### src/design/ssr_pkg.sv
// Constants of the sensor status register bank.
package ssr_pkg;
   localparam logic [6:0] IDX_ID_HIGH     = 7'h00;
   localparam logic [6:0] IDX_ID_LOW      = 7'h01;
   localparam logic [6:0] IDX_STATUS      = 7'h02;
   localparam logic [6:0] IDX_DARK_HIGH   = 7'h09;
   localparam logic [6:0] IDX_DARK_LOW    = 7'h0a;
   localparam logic [6:0] IDX_FRAME       = 7'h0e;
   localparam logic [6:0] IDX_POWER_AND_TIMING_SETUP      = 7'h10;
   localparam logic [6:0] IDX_MISC_SETUP      = 7'h11;
   localparam logic [6:0] IDX_GRABBER_SIGNAL_MODES    = 7'h14;
   localparam logic [6:0] IDX_PIN_OVR     = 7'h15;
   localparam logic [6:0] IDX_READOUT     = 7'h16;
   localparam logic [6:0] IDX_CODING      = 7'h17;
   localparam logic [6:0] IDX_SHORT_HIGH  = 7'h20;
   localparam logic [6:0] IDX_SHORT_LOW   = 7'h21;
   localparam logic [6:0] IDX_LONG_HIGH   = 7'h22;
   localparam logic [6:0] IDX_LONG_LOW    = 7'h23;
   localparam logic [6:0] IDX_GAIN        = 7'h24;
   localparam logic [6:0] IDX_CLK_DIV     = 7'h25;
   localparam logic [6:0] IDX_BOFS_HIGH   = 7'h2c;
   localparam logic [6:0] IDX_BOFS_LOW    = 7'h2d;
   localparam logic [6:0] IDX_BOFS_CTRL   = 7'h2e;
   localparam logic [6:0] IDX_ROW_HIGH    = 7'h52;
   localparam logic [6:0] IDX_ROW_LOW     = 7'h53;
   localparam logic [6:0] IDX_FRM_HIGH    = 7'h54;
   localparam logic [6:0] IDX_FRM_LOW     = 7'h55;
   localparam logic [6:0] IDX_SOUND       = 7'h79;
   // Status bit positions.
   localparam int ST_TIMING = 7;
   localparam int ST_ODD    = 4;
   localparam int ST_CLKDIV = 3;
   localparam int ST_GAIN   = 2;
   localparam int ST_LONG   = 1;
   localparam int ST_SHORT  = 0;
   // Reset values.
   localparam logic [7:0] RST_POWER_AND_TIMING_SETUP    = 8'h01;
   localparam logic [7:0] RST_MISC_SETUP    = 8'h80;
   localparam logic [7:0] RST_CODING    = 8'h18;
   localparam logic [9:0] RST_LONG      = 10'h20a;
   localparam logic [9:0] RST_ROW       = 10'h2f9;
   localparam logic [9:0] RST_FRM       = 10'h20b;
   localparam logic [7:0] RST_BOFS_CTRL = 8'h61;
   localparam logic [3:0] RST_SOUND     = 4'h9;
   localparam logic [3:0] RST_CLK_DIV   = 4'h0;
   localparam logic [7:0] RST_FRAME     = 8'h00;
   localparam logic       RST_ODD       = 1'b1;
endpackage

### src/design/ssr_register_bank.sv
// Register bank of the sensor, behind a byte-wide serial engine port.
`timescale 1ns/1ps
module ssr_register_bank #(
   // Identity codes; the values are arbitrary.
   parameter logic [11:0] CHIP_TYPE = 12'h0ab,
   parameter logic [3:0]  CHIP_REV  = 4'h3
) (
   // Clock and reset.
   input  wire logic       clk,
   input  wire logic       srst,
   // Serial engine side.
   input  wire logic       idxLoad,
   input  wire logic [7:0] idxByte,
   input  wire logic       wrStrobe,
   input  wire logic [7:0] wrData,
   input  wire logic       rdStrobe,
   output logic [7:0]      rdData,
   output logic [6:0]      curIndex,
   // Sensor core side.
   input  wire logic       frameStart,
   input  wire logic       timingTaken,
   input  wire logic       clkDivTaken,
   input  wire logic       gainTaken,
   input  wire logic       longTaken,
   input  wire logic       shortTaken,
   input  wire logic       darkValid,
   input  wire logic [9:0] darkMean,
   output logic [7:0]      power_and_timing_setup,
   output logic [7:0]      misc_setup,
   output logic [7:0]      grabberModes,
   output logic [6:0]      pinOverride,
   output logic [7:0]      readoutOrder,
   output logic [6:0]      outputCoding,
   output logic [9:0]      shortExposure,
   output logic [9:0]      longExposure,
   output logic [3:0]      amplifierGain,
   output logic [3:0]      pixelClockDiv,
   output logic [10:0]     blackOffset,
   output logic [2:0]      blackOffsetCtrl,
   output logic [9:0]      rowPeriod,
   output logic [9:0]      framePeriod,
   output logic [3:0]      soundSetup,
   output logic [7:0]      statusFlags,
   output logic [7:0]      frameTally
);
   logic       autoInc_q;
   logic [7:0] rdNext;
   logic       wr;

   // Index register; the engine strobes one pulse per acknowledged byte.
   always_ff @(posedge clk) begin
      if (srst) begin
         curIndex  <= 7'h00;
         autoInc_q <= 1'b0;
      end else if (idxLoad) begin
         curIndex  <= idxByte[6:0];
         autoInc_q <= idxByte[7];
      end else if ((wrStrobe || rdStrobe) && autoInc_q) begin
         curIndex  <= curIndex + 7'd1;
      end
   end

   assign wr = wrStrobe && !idxLoad;

   // Writable registers; unlisted and status indexes fall through.
   always_ff @(posedge clk) begin
      if (srst) begin
         power_and_timing_setup          <= ssr_pkg::RST_POWER_AND_TIMING_SETUP;
         misc_setup          <= ssr_pkg::RST_MISC_SETUP;
         grabberModes    <= 8'h00;
         pinOverride     <= 7'h00;
         readoutOrder    <= 8'h00;
         outputCoding    <= ssr_pkg::RST_CODING[6:0];
         shortExposure   <= 10'h000;
         longExposure    <= ssr_pkg::RST_LONG;
         amplifierGain   <= 4'h0;
         pixelClockDiv   <= ssr_pkg::RST_CLK_DIV;
         blackOffset     <= 11'h000;
         blackOffsetCtrl <= ssr_pkg::RST_BOFS_CTRL[2:0];
         rowPeriod       <= ssr_pkg::RST_ROW;
         framePeriod     <= ssr_pkg::RST_FRM;
         soundSetup      <= ssr_pkg::RST_SOUND;
      end else if (wr) begin
         case (curIndex)
            ssr_pkg::IDX_POWER_AND_TIMING_SETUP:     power_and_timing_setup <= wrData;
            ssr_pkg::IDX_MISC_SETUP:     misc_setup <= wrData;
            ssr_pkg::IDX_GRABBER_SIGNAL_MODES:   grabberModes <= wrData;
            ssr_pkg::IDX_PIN_OVR:    pinOverride <= wrData[6:0];
            ssr_pkg::IDX_READOUT:    readoutOrder <= wrData;
            ssr_pkg::IDX_CODING:     outputCoding <= wrData[6:0];
            ssr_pkg::IDX_SHORT_HIGH: shortExposure[9:8] <= wrData[1:0];
            ssr_pkg::IDX_SHORT_LOW:  shortExposure[7:0] <= wrData;
            ssr_pkg::IDX_LONG_HIGH:  longExposure[9:8] <= wrData[1:0];
            ssr_pkg::IDX_LONG_LOW:   longExposure[7:0] <= wrData;
            ssr_pkg::IDX_GAIN:       amplifierGain <= wrData[3:0];
            ssr_pkg::IDX_CLK_DIV:    pixelClockDiv <= wrData[3:0];
            ssr_pkg::IDX_BOFS_HIGH:  blackOffset[10:8] <= wrData[2:0];
            ssr_pkg::IDX_BOFS_LOW:   blackOffset[7:0] <= wrData;
            ssr_pkg::IDX_BOFS_CTRL:  blackOffsetCtrl <= wrData[2:0];
            ssr_pkg::IDX_ROW_HIGH:   rowPeriod[9:8] <= wrData[1:0];
            ssr_pkg::IDX_ROW_LOW:    rowPeriod[7:0] <= wrData;
            ssr_pkg::IDX_FRM_HIGH:   framePeriod[9:8] <= wrData[1:0];
            ssr_pkg::IDX_FRM_LOW:    framePeriod[7:0] <= wrData;
            ssr_pkg::IDX_SOUND:      soundSetup <= wrData[3:0];
            default: ;
         endcase
      end
   end

   // Write and take events of the five pending flags; element 4 stands
   // for the timing flag, elements 3 to 0 for the status bits of the
   // same number.
   logic [4:0] pendSet;
   logic [4:0] pendTake;
   logic [4:0] pendCur;
   logic [4:0] pendNext;

   // A write to either byte of an exposure or period pair marks the whole value pending.
   assign pendSet[4] = wr && (curIndex == ssr_pkg::IDX_ROW_HIGH ||
                              curIndex == ssr_pkg::IDX_ROW_LOW ||
                              curIndex == ssr_pkg::IDX_FRM_HIGH ||
                              curIndex == ssr_pkg::IDX_FRM_LOW);
   assign pendSet[3] = wr && curIndex == ssr_pkg::IDX_CLK_DIV;
   assign pendSet[2] = wr && curIndex == ssr_pkg::IDX_GAIN;
   assign pendSet[1] = wr && (curIndex == ssr_pkg::IDX_LONG_HIGH ||
                              curIndex == ssr_pkg::IDX_LONG_LOW);
   assign pendSet[0] = wr && (curIndex == ssr_pkg::IDX_SHORT_HIGH ||
                              curIndex == ssr_pkg::IDX_SHORT_LOW);
   assign pendTake = {timingTaken, clkDivTaken, gainTaken, longTaken,
                      shortTaken};
   assign pendCur  = {statusFlags[ssr_pkg::ST_TIMING],
                      statusFlags[ssr_pkg::ST_CLKDIV],
                      statusFlags[ssr_pkg::ST_GAIN],
                      statusFlags[ssr_pkg::ST_LONG],
                      statusFlags[ssr_pkg::ST_SHORT]};

   // Set beats take: a value written in the cycle the core takes the old
   // one must still be reported as pending, or it would never be applied.
   for (genvar i = 0; i < 5; i++) begin : g_pend
      assign pendNext[i] = pendSet[i] || (pendCur[i] && !pendTake[i]);
   end

   // Status register; bits 6 and 5 are reserved and always read zero.
   always_ff @(posedge clk) begin
      if (srst) begin
         statusFlags <= {3'b000, ssr_pkg::RST_ODD, 4'h0};
      end else begin
         statusFlags[ssr_pkg::ST_TIMING] <= pendNext[4];
         statusFlags[ssr_pkg::ST_CLKDIV] <= pendNext[3];
         statusFlags[ssr_pkg::ST_GAIN]   <= pendNext[2];
         statusFlags[ssr_pkg::ST_LONG]   <= pendNext[1];
         statusFlags[ssr_pkg::ST_SHORT]  <= pendNext[0];
         if (frameStart)
            statusFlags[ssr_pkg::ST_ODD] <= ~statusFlags[ssr_pkg::ST_ODD];
      end
   end

   // Frame tally wraps naturally at eight bits.
   always_ff @(posedge clk) begin
      if (srst)
         frameTally <= ssr_pkg::RST_FRAME;
      else if (frameStart)
         frameTally <= frameTally + 8'd1;
   end

   // Dark mean held as a signed result from the offset loop.
   logic [9:0] darkMean_q;
   always_ff @(posedge clk) begin
      if (srst)
         darkMean_q <= 10'h000;
      else if (darkValid)
         darkMean_q <= darkMean;
   end

   // Read mux; high bytes pad unused bits with zero.
   always_comb begin
      rdNext = 8'h00;
      case (curIndex)
         ssr_pkg::IDX_ID_HIGH:    rdNext = CHIP_TYPE[11:4];
         ssr_pkg::IDX_ID_LOW:     rdNext = {CHIP_TYPE[3:0], CHIP_REV};
         ssr_pkg::IDX_STATUS:     rdNext = statusFlags;
         ssr_pkg::IDX_DARK_HIGH:  rdNext = {6'h00, darkMean_q[9:8]};
         ssr_pkg::IDX_DARK_LOW:   rdNext = darkMean_q[7:0];
         ssr_pkg::IDX_FRAME:      rdNext = frameTally;
         ssr_pkg::IDX_POWER_AND_TIMING_SETUP:     rdNext = power_and_timing_setup;
         ssr_pkg::IDX_MISC_SETUP:     rdNext = misc_setup;
         ssr_pkg::IDX_GRABBER_SIGNAL_MODES:   rdNext = grabberModes;
         ssr_pkg::IDX_PIN_OVR:    rdNext = {1'b0, pinOverride};
         ssr_pkg::IDX_READOUT:    rdNext = readoutOrder;
         ssr_pkg::IDX_CODING:     rdNext = {1'b0, outputCoding};
         ssr_pkg::IDX_SHORT_HIGH: rdNext = {6'h00, shortExposure[9:8]};
         ssr_pkg::IDX_SHORT_LOW:  rdNext = shortExposure[7:0];
         ssr_pkg::IDX_LONG_HIGH:  rdNext = {6'h00, longExposure[9:8]};
         ssr_pkg::IDX_LONG_LOW:   rdNext = longExposure[7:0];
         ssr_pkg::IDX_GAIN:       rdNext = {4'h0, amplifierGain};
         ssr_pkg::IDX_CLK_DIV:    rdNext = {4'h0, pixelClockDiv};
         ssr_pkg::IDX_BOFS_HIGH:  rdNext = {5'h00, blackOffset[10:8]};
         ssr_pkg::IDX_BOFS_LOW:   rdNext = blackOffset[7:0];
         ssr_pkg::IDX_BOFS_CTRL:  rdNext = {5'h00, blackOffsetCtrl};
         ssr_pkg::IDX_ROW_HIGH:   rdNext = {6'h00, rowPeriod[9:8]};
         ssr_pkg::IDX_ROW_LOW:    rdNext = rowPeriod[7:0];
         ssr_pkg::IDX_FRM_HIGH:   rdNext = {6'h00, framePeriod[9:8]};
         ssr_pkg::IDX_FRM_LOW:    rdNext = framePeriod[7:0];
         ssr_pkg::IDX_SOUND:      rdNext = {4'h0, soundSetup};
         default:                 rdNext = 8'h00;
      endcase
   end

   // Registered read data, always tracking the current index.
   always_ff @(posedge clk) begin
      if (srst)
         rdData <= 8'h00;
      else
         rdData <= rdNext;
   end
endmodule

### config.mk
export PLATFORM = sky130hd
export DESIGN_NAME = ssr_register_bank
export DESIGN_NICKNAME = d
export VERILOG_FILES = /design/src/design/ssr_pkg.sv /design/src/design/ssr_register_bank.sv
export SDC_FILE = /design/constraint.sdc
export NUM_CORES = 1
export LEC_CHECK = 0
export ABC_AREA = 1
export BUFFER_PORTS_ARGS = -buffer_cell sky130_fd_sc_hd__buf_4
export CORE_MARGIN = 2
export CORE_UTILIZATION = 25
export CTS_BUF_LIST = sky130_fd_sc_hd__clkbuf_2 sky130_fd_sc_hd__clkbuf_4 sky130_fd_sc_hd__clkbuf_8
export DETAILED_ROUTE_END_ITERATION = 16
export PLACE_DENSITY = 0.48
export SLEW_MARGIN = 20
export SYNTH_ARGS = -nofsm -noshare
export SYNTH_HDL_FRONTEND = slang
export SYNTH_SLANG_ARGS = --single-unit
### constraint.sdc
create_clock -name clk -period 4.2 [get_ports clk]
set_input_delay 0.21 -clock clk [delete_from_list [all_inputs] [get_ports clk]]
set_output_delay 0.21 -clock clk [all_outputs]
set_load 0.01 [all_outputs]
==> metrics.cfg, run 1 <==
[flow_run]
cap_violations = 0

[timing]
period_share_pct = 49.3
drv_slew = 0
fin_setup_tns_ps = 0
fmaxAchievable_mhz = 483
worst_slew_pin_slew_ps = 911
whs_ps = 17.3
timing.slew.headroom_pct = 39.2
clock-skew-final_ps = 10.7
finalHoldViolations = 0
finalCriticalPeriod_ps = 2070
rsz0062_at_grt = no
setup_viol = 0

[logic_synthesis]
seq_area_frac_synth_pct = 44.0
synth_edf_count = 0
ys_async_sr_fraction_pct = 0
synth.distinct_cells = 28
synthCells = 1034
ys.flop_type = dfxtp_1
ys_ff_latch = 152
syn_avg_cell_area_um2 = 6.69
yosys_warnings = 0
synth_area_um2 = 6920

[finish]
final.fill_count = 2989
layout-drive-gt1-share_pct = 21.4
final_nets = 1257
syn_to_final_growth_pct = 32.9
multi_input_area_um2 = 3460
stdcell_count = 1599
n_antenna_cell = 0
regArea_um2 = 3040

[critical_path]
crit_type = reg -> reg
cp_cell_sequence = ha_1 > nand3_1 > nor2_4 > nand2_1 > inv_1 > nand2_1 > nand3_1
endpoint_kind = flip-flop
cp-start-kind = flip-flop
arrival_ps = 2450
path_max_fanout = 9
cp_data_required_time_ps = 4580
cpPeakStageDelay_ps = 450
cp_slowest_cell = dfxtp_1

[detailed_routing]
vias = 7312
drtAntennaViolNets = 0
wl_per_cell_um = 18.3
firstDrtPassIters = 6
drc = 0
vias_per_cell = 4.57
drtIter0Drc = 605
wirelength_um = 29300

[floorplan]
die_h_um = 170
ios = 181
rows = 60
core_um2 = 27100
die-area_um2 = 29000
initial_core_util_pct = 25.5
die_w_um = 170

[pwr]
p_leak_uw = 0.00415
p_per_area_nw_per_um2 = 330
vdd_drop_max_mv = 0.185

[placement]
gp_congestion = 0.868
dp_cells = 1552
port_buffers = 178
post-dp-hpwl_um = 21900

[clock_tree]
post-cts-setup-buffer-count = 0
numCtsBuffers = 17
cts.sinks = 152
clkTransAtPathRegs_ps = 80
h-tree-depth = 4
cts_root_buffer = clkbuf_8
cts_buffer_depth = 2
cts_tree = built
clk_latency_ps = 470

[grt]
antenna_found_initial = 0
overflow = 0
grt_usage_pct = 20.0
grt_first_pass_wirelength_um = 42600
first_global_vias = 6881
grt_max_degree = 72

[status]
status = finished clean

[worst_hold_path]
hold_path.class = in -> reg

## cell usage in the layout, fill, tap and decap left out
cell and n:
a21oi_1 36, a31oi_1 4, buf_4 180, bufinv_16 4, clkbuf_4 3, clkbuf_8 19, clkinv_1 1, clkinv_2 2
clkinv_4 1, clkinvlp_4 4, conb_1 2, dfxtp_1 152, dlygate4sd3_1 15, ha_1 5, inv_1 54, inv_2 16
inv_6 1, nand2_1 264, nand2_2 7, nand3_1 57, nand3_2 2, nand3_4 1, nand4_1 3, nor2_1 246
nor2_2 5, nor2_4 17, nor3_1 7, nor3_2 1, nor3b_1 1, o211ai_1 5, o21ai_0 109, o31ai_1 1
xor2_1 2
## per-layer routing
layer,vias to the layer above,global-route usage [%],part of all wire [%],wire length (µm)
li1,3640,-,-,-
met2,243,31.9,45,13300
met5,-,0,0,0
met1,3396,27.2,47,13800
met4,0,5.02,1.5,452
met3,33,4.63,6.1,1790
## final timing paths
| kind | from | endpoint | slack, ps | cells past startpoint |
|---|---|---|---|---|
| setup / recovery | curIndex[1] | outputCoding[4] | 2130 | 7 |
| hold / removal | clkDivTaken | statusFlags[3] | 20 | 4 |
| setup reg to reg | curIndex[1] | outputCoding[4] | 2130 | 7 |
| hold reg to reg | autoInc_q | autoInc_q | 460 | 2 |
## logic make-up after synthesis
logic type,synth area share [%]
compound gates,11.5
xor+xnor,0.253
fa+ha+maj,0.904
buf+inv,6.11
flops,44.0
other cells,0.0542
simple gates,37.2
## synth_stat cells, types with 4 or more instances
master,instances,area [µm²]
a21oi_1,36,180
a31oi_1,4,25.0
buf_2,4,20.0
clkbuf_1,28,105
dfxtp_1,152,3040
ha_1,5,62.6
inv_1,55,206
inv_2,16,60.1
nand2_1,264,991
nand2_2,7,43.8
nand3_1,57,285
nor2_1,246,923
nor2_2,5,31.3
nor2_4,17,191
nor3_1,7,35.0
o211ai_1,5,37.5
o21ai_0,109,546
## worst max-delay path, delay by kind of cell (launching register included)
kind | cells | cell delay, ps
AND/OR/NAND/NOR | 5 | 890
buffers and inverters | 1 | 280
flip-flops | 1 | 450
adder cells (fa/ha/maj) | 1 | 350
## power breakdown
group          total, µW  internal [µW]  switching, µW
Clock               1300            702            603
Combinational        241           84.4            157
Sequential          1490           1460           26.1
## layout make-up
type | instances | area share, %
multi-input cells | 775 | 37.6
flip-flops and latches | 152 | 33.1
repair buffers | 195 | 16.3
well taps | 372 | 5.06
clock buffers | 22 | 3.09
inverters | 73 | 3.01
clock inverters | 10 | 1.82
## timing repair
| action | 4_1_cts | 5_1_grt |
|---|---|---|
| resized for setup | 0 | 0 |
| hold buffers | 15 | 0 |
| hold endpoints to repair | 15 | 0 |
## through the flow
stage	setup WS (ps)	util (%)	power [µW]	cell area [µm²]
2_1_floorplan	2610	-	1640	6920
3_3_place_gp	2140	31.7	1750	8590
3_5_place_dp	2130	31.7	1750	8590
4_1_cts	2180	33.9	3050	9200
5_1_grt	1930	33.9	3130	9200
6_report	2130	33.9	3030	9200
## registers in the layout (all words and copies together), names as in the netlist, 8 cells and up
name / cells
shortExposure: 10
readoutOrder: 8
blackOffset: 11
framePeriod: 10
frameTally: 8
grabberModes: 8
misc_setup: 8
power_and_timing_setup: 8
rowPeriod: 10
rdData: 8
darkMean_q: 10
longExposure: 10
No activity file was read; power rests on OpenSTA's default activity.
==> inputs of run 2 (changes only) <==
==> constraint.sdc (replaced) <==
create_clock -name clk -period 2.11 [get_ports clk]
set_input_delay 0.1055 -clock clk [delete_from_list [all_inputs] [get_ports clk]]
set_output_delay 0.1055 -clock clk [all_outputs]
set_load 0.01 [all_outputs]
==> run 2 against run 1 <==
Effect of this change: global-route usage rose by 0.24 points; sequential share of layout area down 1.2 points; flip-flop and latch count unchanged; final cell count is 2.7% higher; highest routed layer unchanged.
==> metrics.cfg, run 2 (same netlist as run 1, synthesis figures left out) <==
[status]
status = finished clean

[timing]
whs_ps = 56.1  ; +38.7 ps
finalHoldViolations = 0  ; unchanged
finalCriticalPeriod_ps = 1960  ; -111 ps
drv_slew = 0  ; unchanged
clock-skew-final_ps = 18.3  ; +7.58 ps
setup_ws_ps = 149  ; -1980 ps
setup_viol = 0  ; unchanged
period_share_pct = 92.9  ; +44 points
fmaxAchievable_mhz = 510  ; +5.6%
fin_setup_tns_ps = 0  ; unchanged
rsz0062_at_grt = no

[critical_path]
worst-path-buf-inv = 2  ; +1
cp_slowest_cell = dfxtp_2
critPathTopFamily = simple AND/OR/NAND/NOR gates
cpPeakStageDelay_ps = 360  ; -90 ps
endpoint_kind = flip-flop
cpMostUsedCell = nor2_1
crit_type = reg -> reg
path_max_fanout = 6  ; -3
cp-start-kind = flip-flop
arrival_ps = 2350  ; -100 ps
cp_data_required_time_ps = 2500  ; -2080 ps
cp_cell_sequence = inv_1 > ha_1 > nand3_2 > nor2_4 > buf_4 > nand2_1 > nand3_1 > nor2_1 > nand2_1 > nor2_1 > nor2_1

[floorplan]
initial_core_util_pct = 25.5  ; unchanged
die-area_um2 = 29000  ; unchanged
die_w_um = 170  ; unchanged
ios = 181  ; unchanged
die_h_um = 170  ; unchanged
rows = 60  ; unchanged
core_um2 = 27100  ; unchanged

[finish]
stdcell_count = 1642  ; +2.7%
syn_to_final_growth_pct = 38.0
n_antenna_cell = 0  ; unchanged
multi_input_area_um2 = 3460  ; +0.14%
largest_reg_flops = 11  ; unchanged
final_nets = 1300  ; +3.4%
mostFrequentLayoutCell = nand2_1
final.fill_count = 2945  ; -1.5%
layout-drive-gt1-share_pct = 22.2  ; +0.77 points
regMostFlops = blackOffset
regArea_um2 = 3040  ; about the same
final_cell_mix = nand2_1, nor2_1, buf_4

[placement]
port_buffers = 178  ; unchanged
gp_congestion = 0.862  ; -0.71%
post-dp-hpwl_um = 22000  ; +0.56%
pre_cts_slack_ps = 129  ; -2010 ps
dp_cells = 1564  ; +0.77%

[detailed_routing]
drtIter0Drc = 604  ; -0.17%
vias = 7473  ; +2.2%
drtAntennaViolNets = 0  ; unchanged
vias_per_cell = 4.55  ; -0.47%
wl_per_cell_um = 18.0  ; -2.0%
firstDrtPassIters = 5  ; -1
wirelength_um = 29500  ; +0.65%
drc = 0  ; unchanged

[clock_tree]
clk_latency_ps = 470  ; about the same
cts_buffer_depth = 2  ; unchanged
cts.sinks = 152  ; unchanged
clkTransAtPathRegs_ps = 100  ; +20 ps
cts_root_buffer = clkbuf_8
numCtsBuffers = 17  ; unchanged
h-tree-depth = 4  ; unchanged
cts_tree = built

[pwr]
p_leak_uw = 0.00434  ; +4.5%
p_per_area_nw_per_um2 = 608  ; +84%
vdd_drop_max_mv = 0.267  ; +44%

[grt]
grt_usage_pct = 20.2  ; +0.24 points
grt_first_pass_wirelength_um = 43400  ; +1.9%
overflow = 0  ; unchanged
grt_max_degree = 89  ; +24%
antenna_found_initial = 0  ; unchanged
first_global_vias = 7013  ; +1.9%

[worst_hold_path]
hold_path.class = in -> reg

[flow_run]
cap_violations = 0  ; unchanged

run 2: power by group:
part | switching, µW | internal, µW | leakage, µW | total [µW]
sequential | 47.1 | 2910 | 0.00123 | 2960
combinational | 324 | 217 | 0.00291 | 541
clock | 1280 | 1030 | 0.000193 | 2310
total | 1650 | 4160 | 0.00434 | 5810
run 2: metrics by stage:
step | instance area [µm²] | util (%) | total power (µW)
after floorplan | 6920 | - | 3260
after global placement | 8700 | 32.1 | 3490
after detailed placement | 8700 | 32.1 | 3490
after CTS | 9510 | 35.1 | 5860
after global routing | 9550 | 35.2 | 6020
final | 9550 | 35.2 | 5810
run 2: final timing paths:
path,cells after the start,end,start,slack [ps]
min reg2reg,2,autoInc_q,autoInc_q,470
min,3,soundSetup[0],wrData[0],60
max,11,rdData[2],curIndex[1],150
max reg2reg,11,rdData[2],curIndex[1],150
run 2: metal layers:
layer | share of wire [%] | wire, µm | up-vias | GRT usage (%)
met5 | 0 | 0 | - | 0
met4 | 2.6 | 779 | 0 | 7.17
met3 | 6.8 | 2000 | 34 | 3.58
met2 | 43 | 12800 | 278 | 30.6
met1 | 47 | 13900 | 3441 | 28.7
li1 | - | - | 3720 | -
run 2: worst reg2reg max path, cell delays in order, from the launching register on:
cell and delay (ps):
dfxtp_2 360, inv_1 80, ha_1 270, nand3_2 200
nor2_4 270, buf_4 170, nand2_1 50, nand3_1 200
nor2_1 90, nand2_1 70, nor2_1 50, nor2_1 90
run 2: cell type report:
class / count / share of cell area, %
sequential: 152 / 31.9
inverter: 73 / 2.88
timing repair buffer: 238 / 19.9
tap: 372 / 4.87
multi-input combinational: 775 / 36.3
clock inverter: 13 / 1.43
clock buffer: 19 / 2.74
run 2: timing repair:
action / CTS / global route
gates resized for setup: 0 / 3
hold endpoints to repair: 53 / 0
endpoints found under the setup margin: 0 / 16
buffers inserted: 0 / 4
hold buffers: 42 / 0
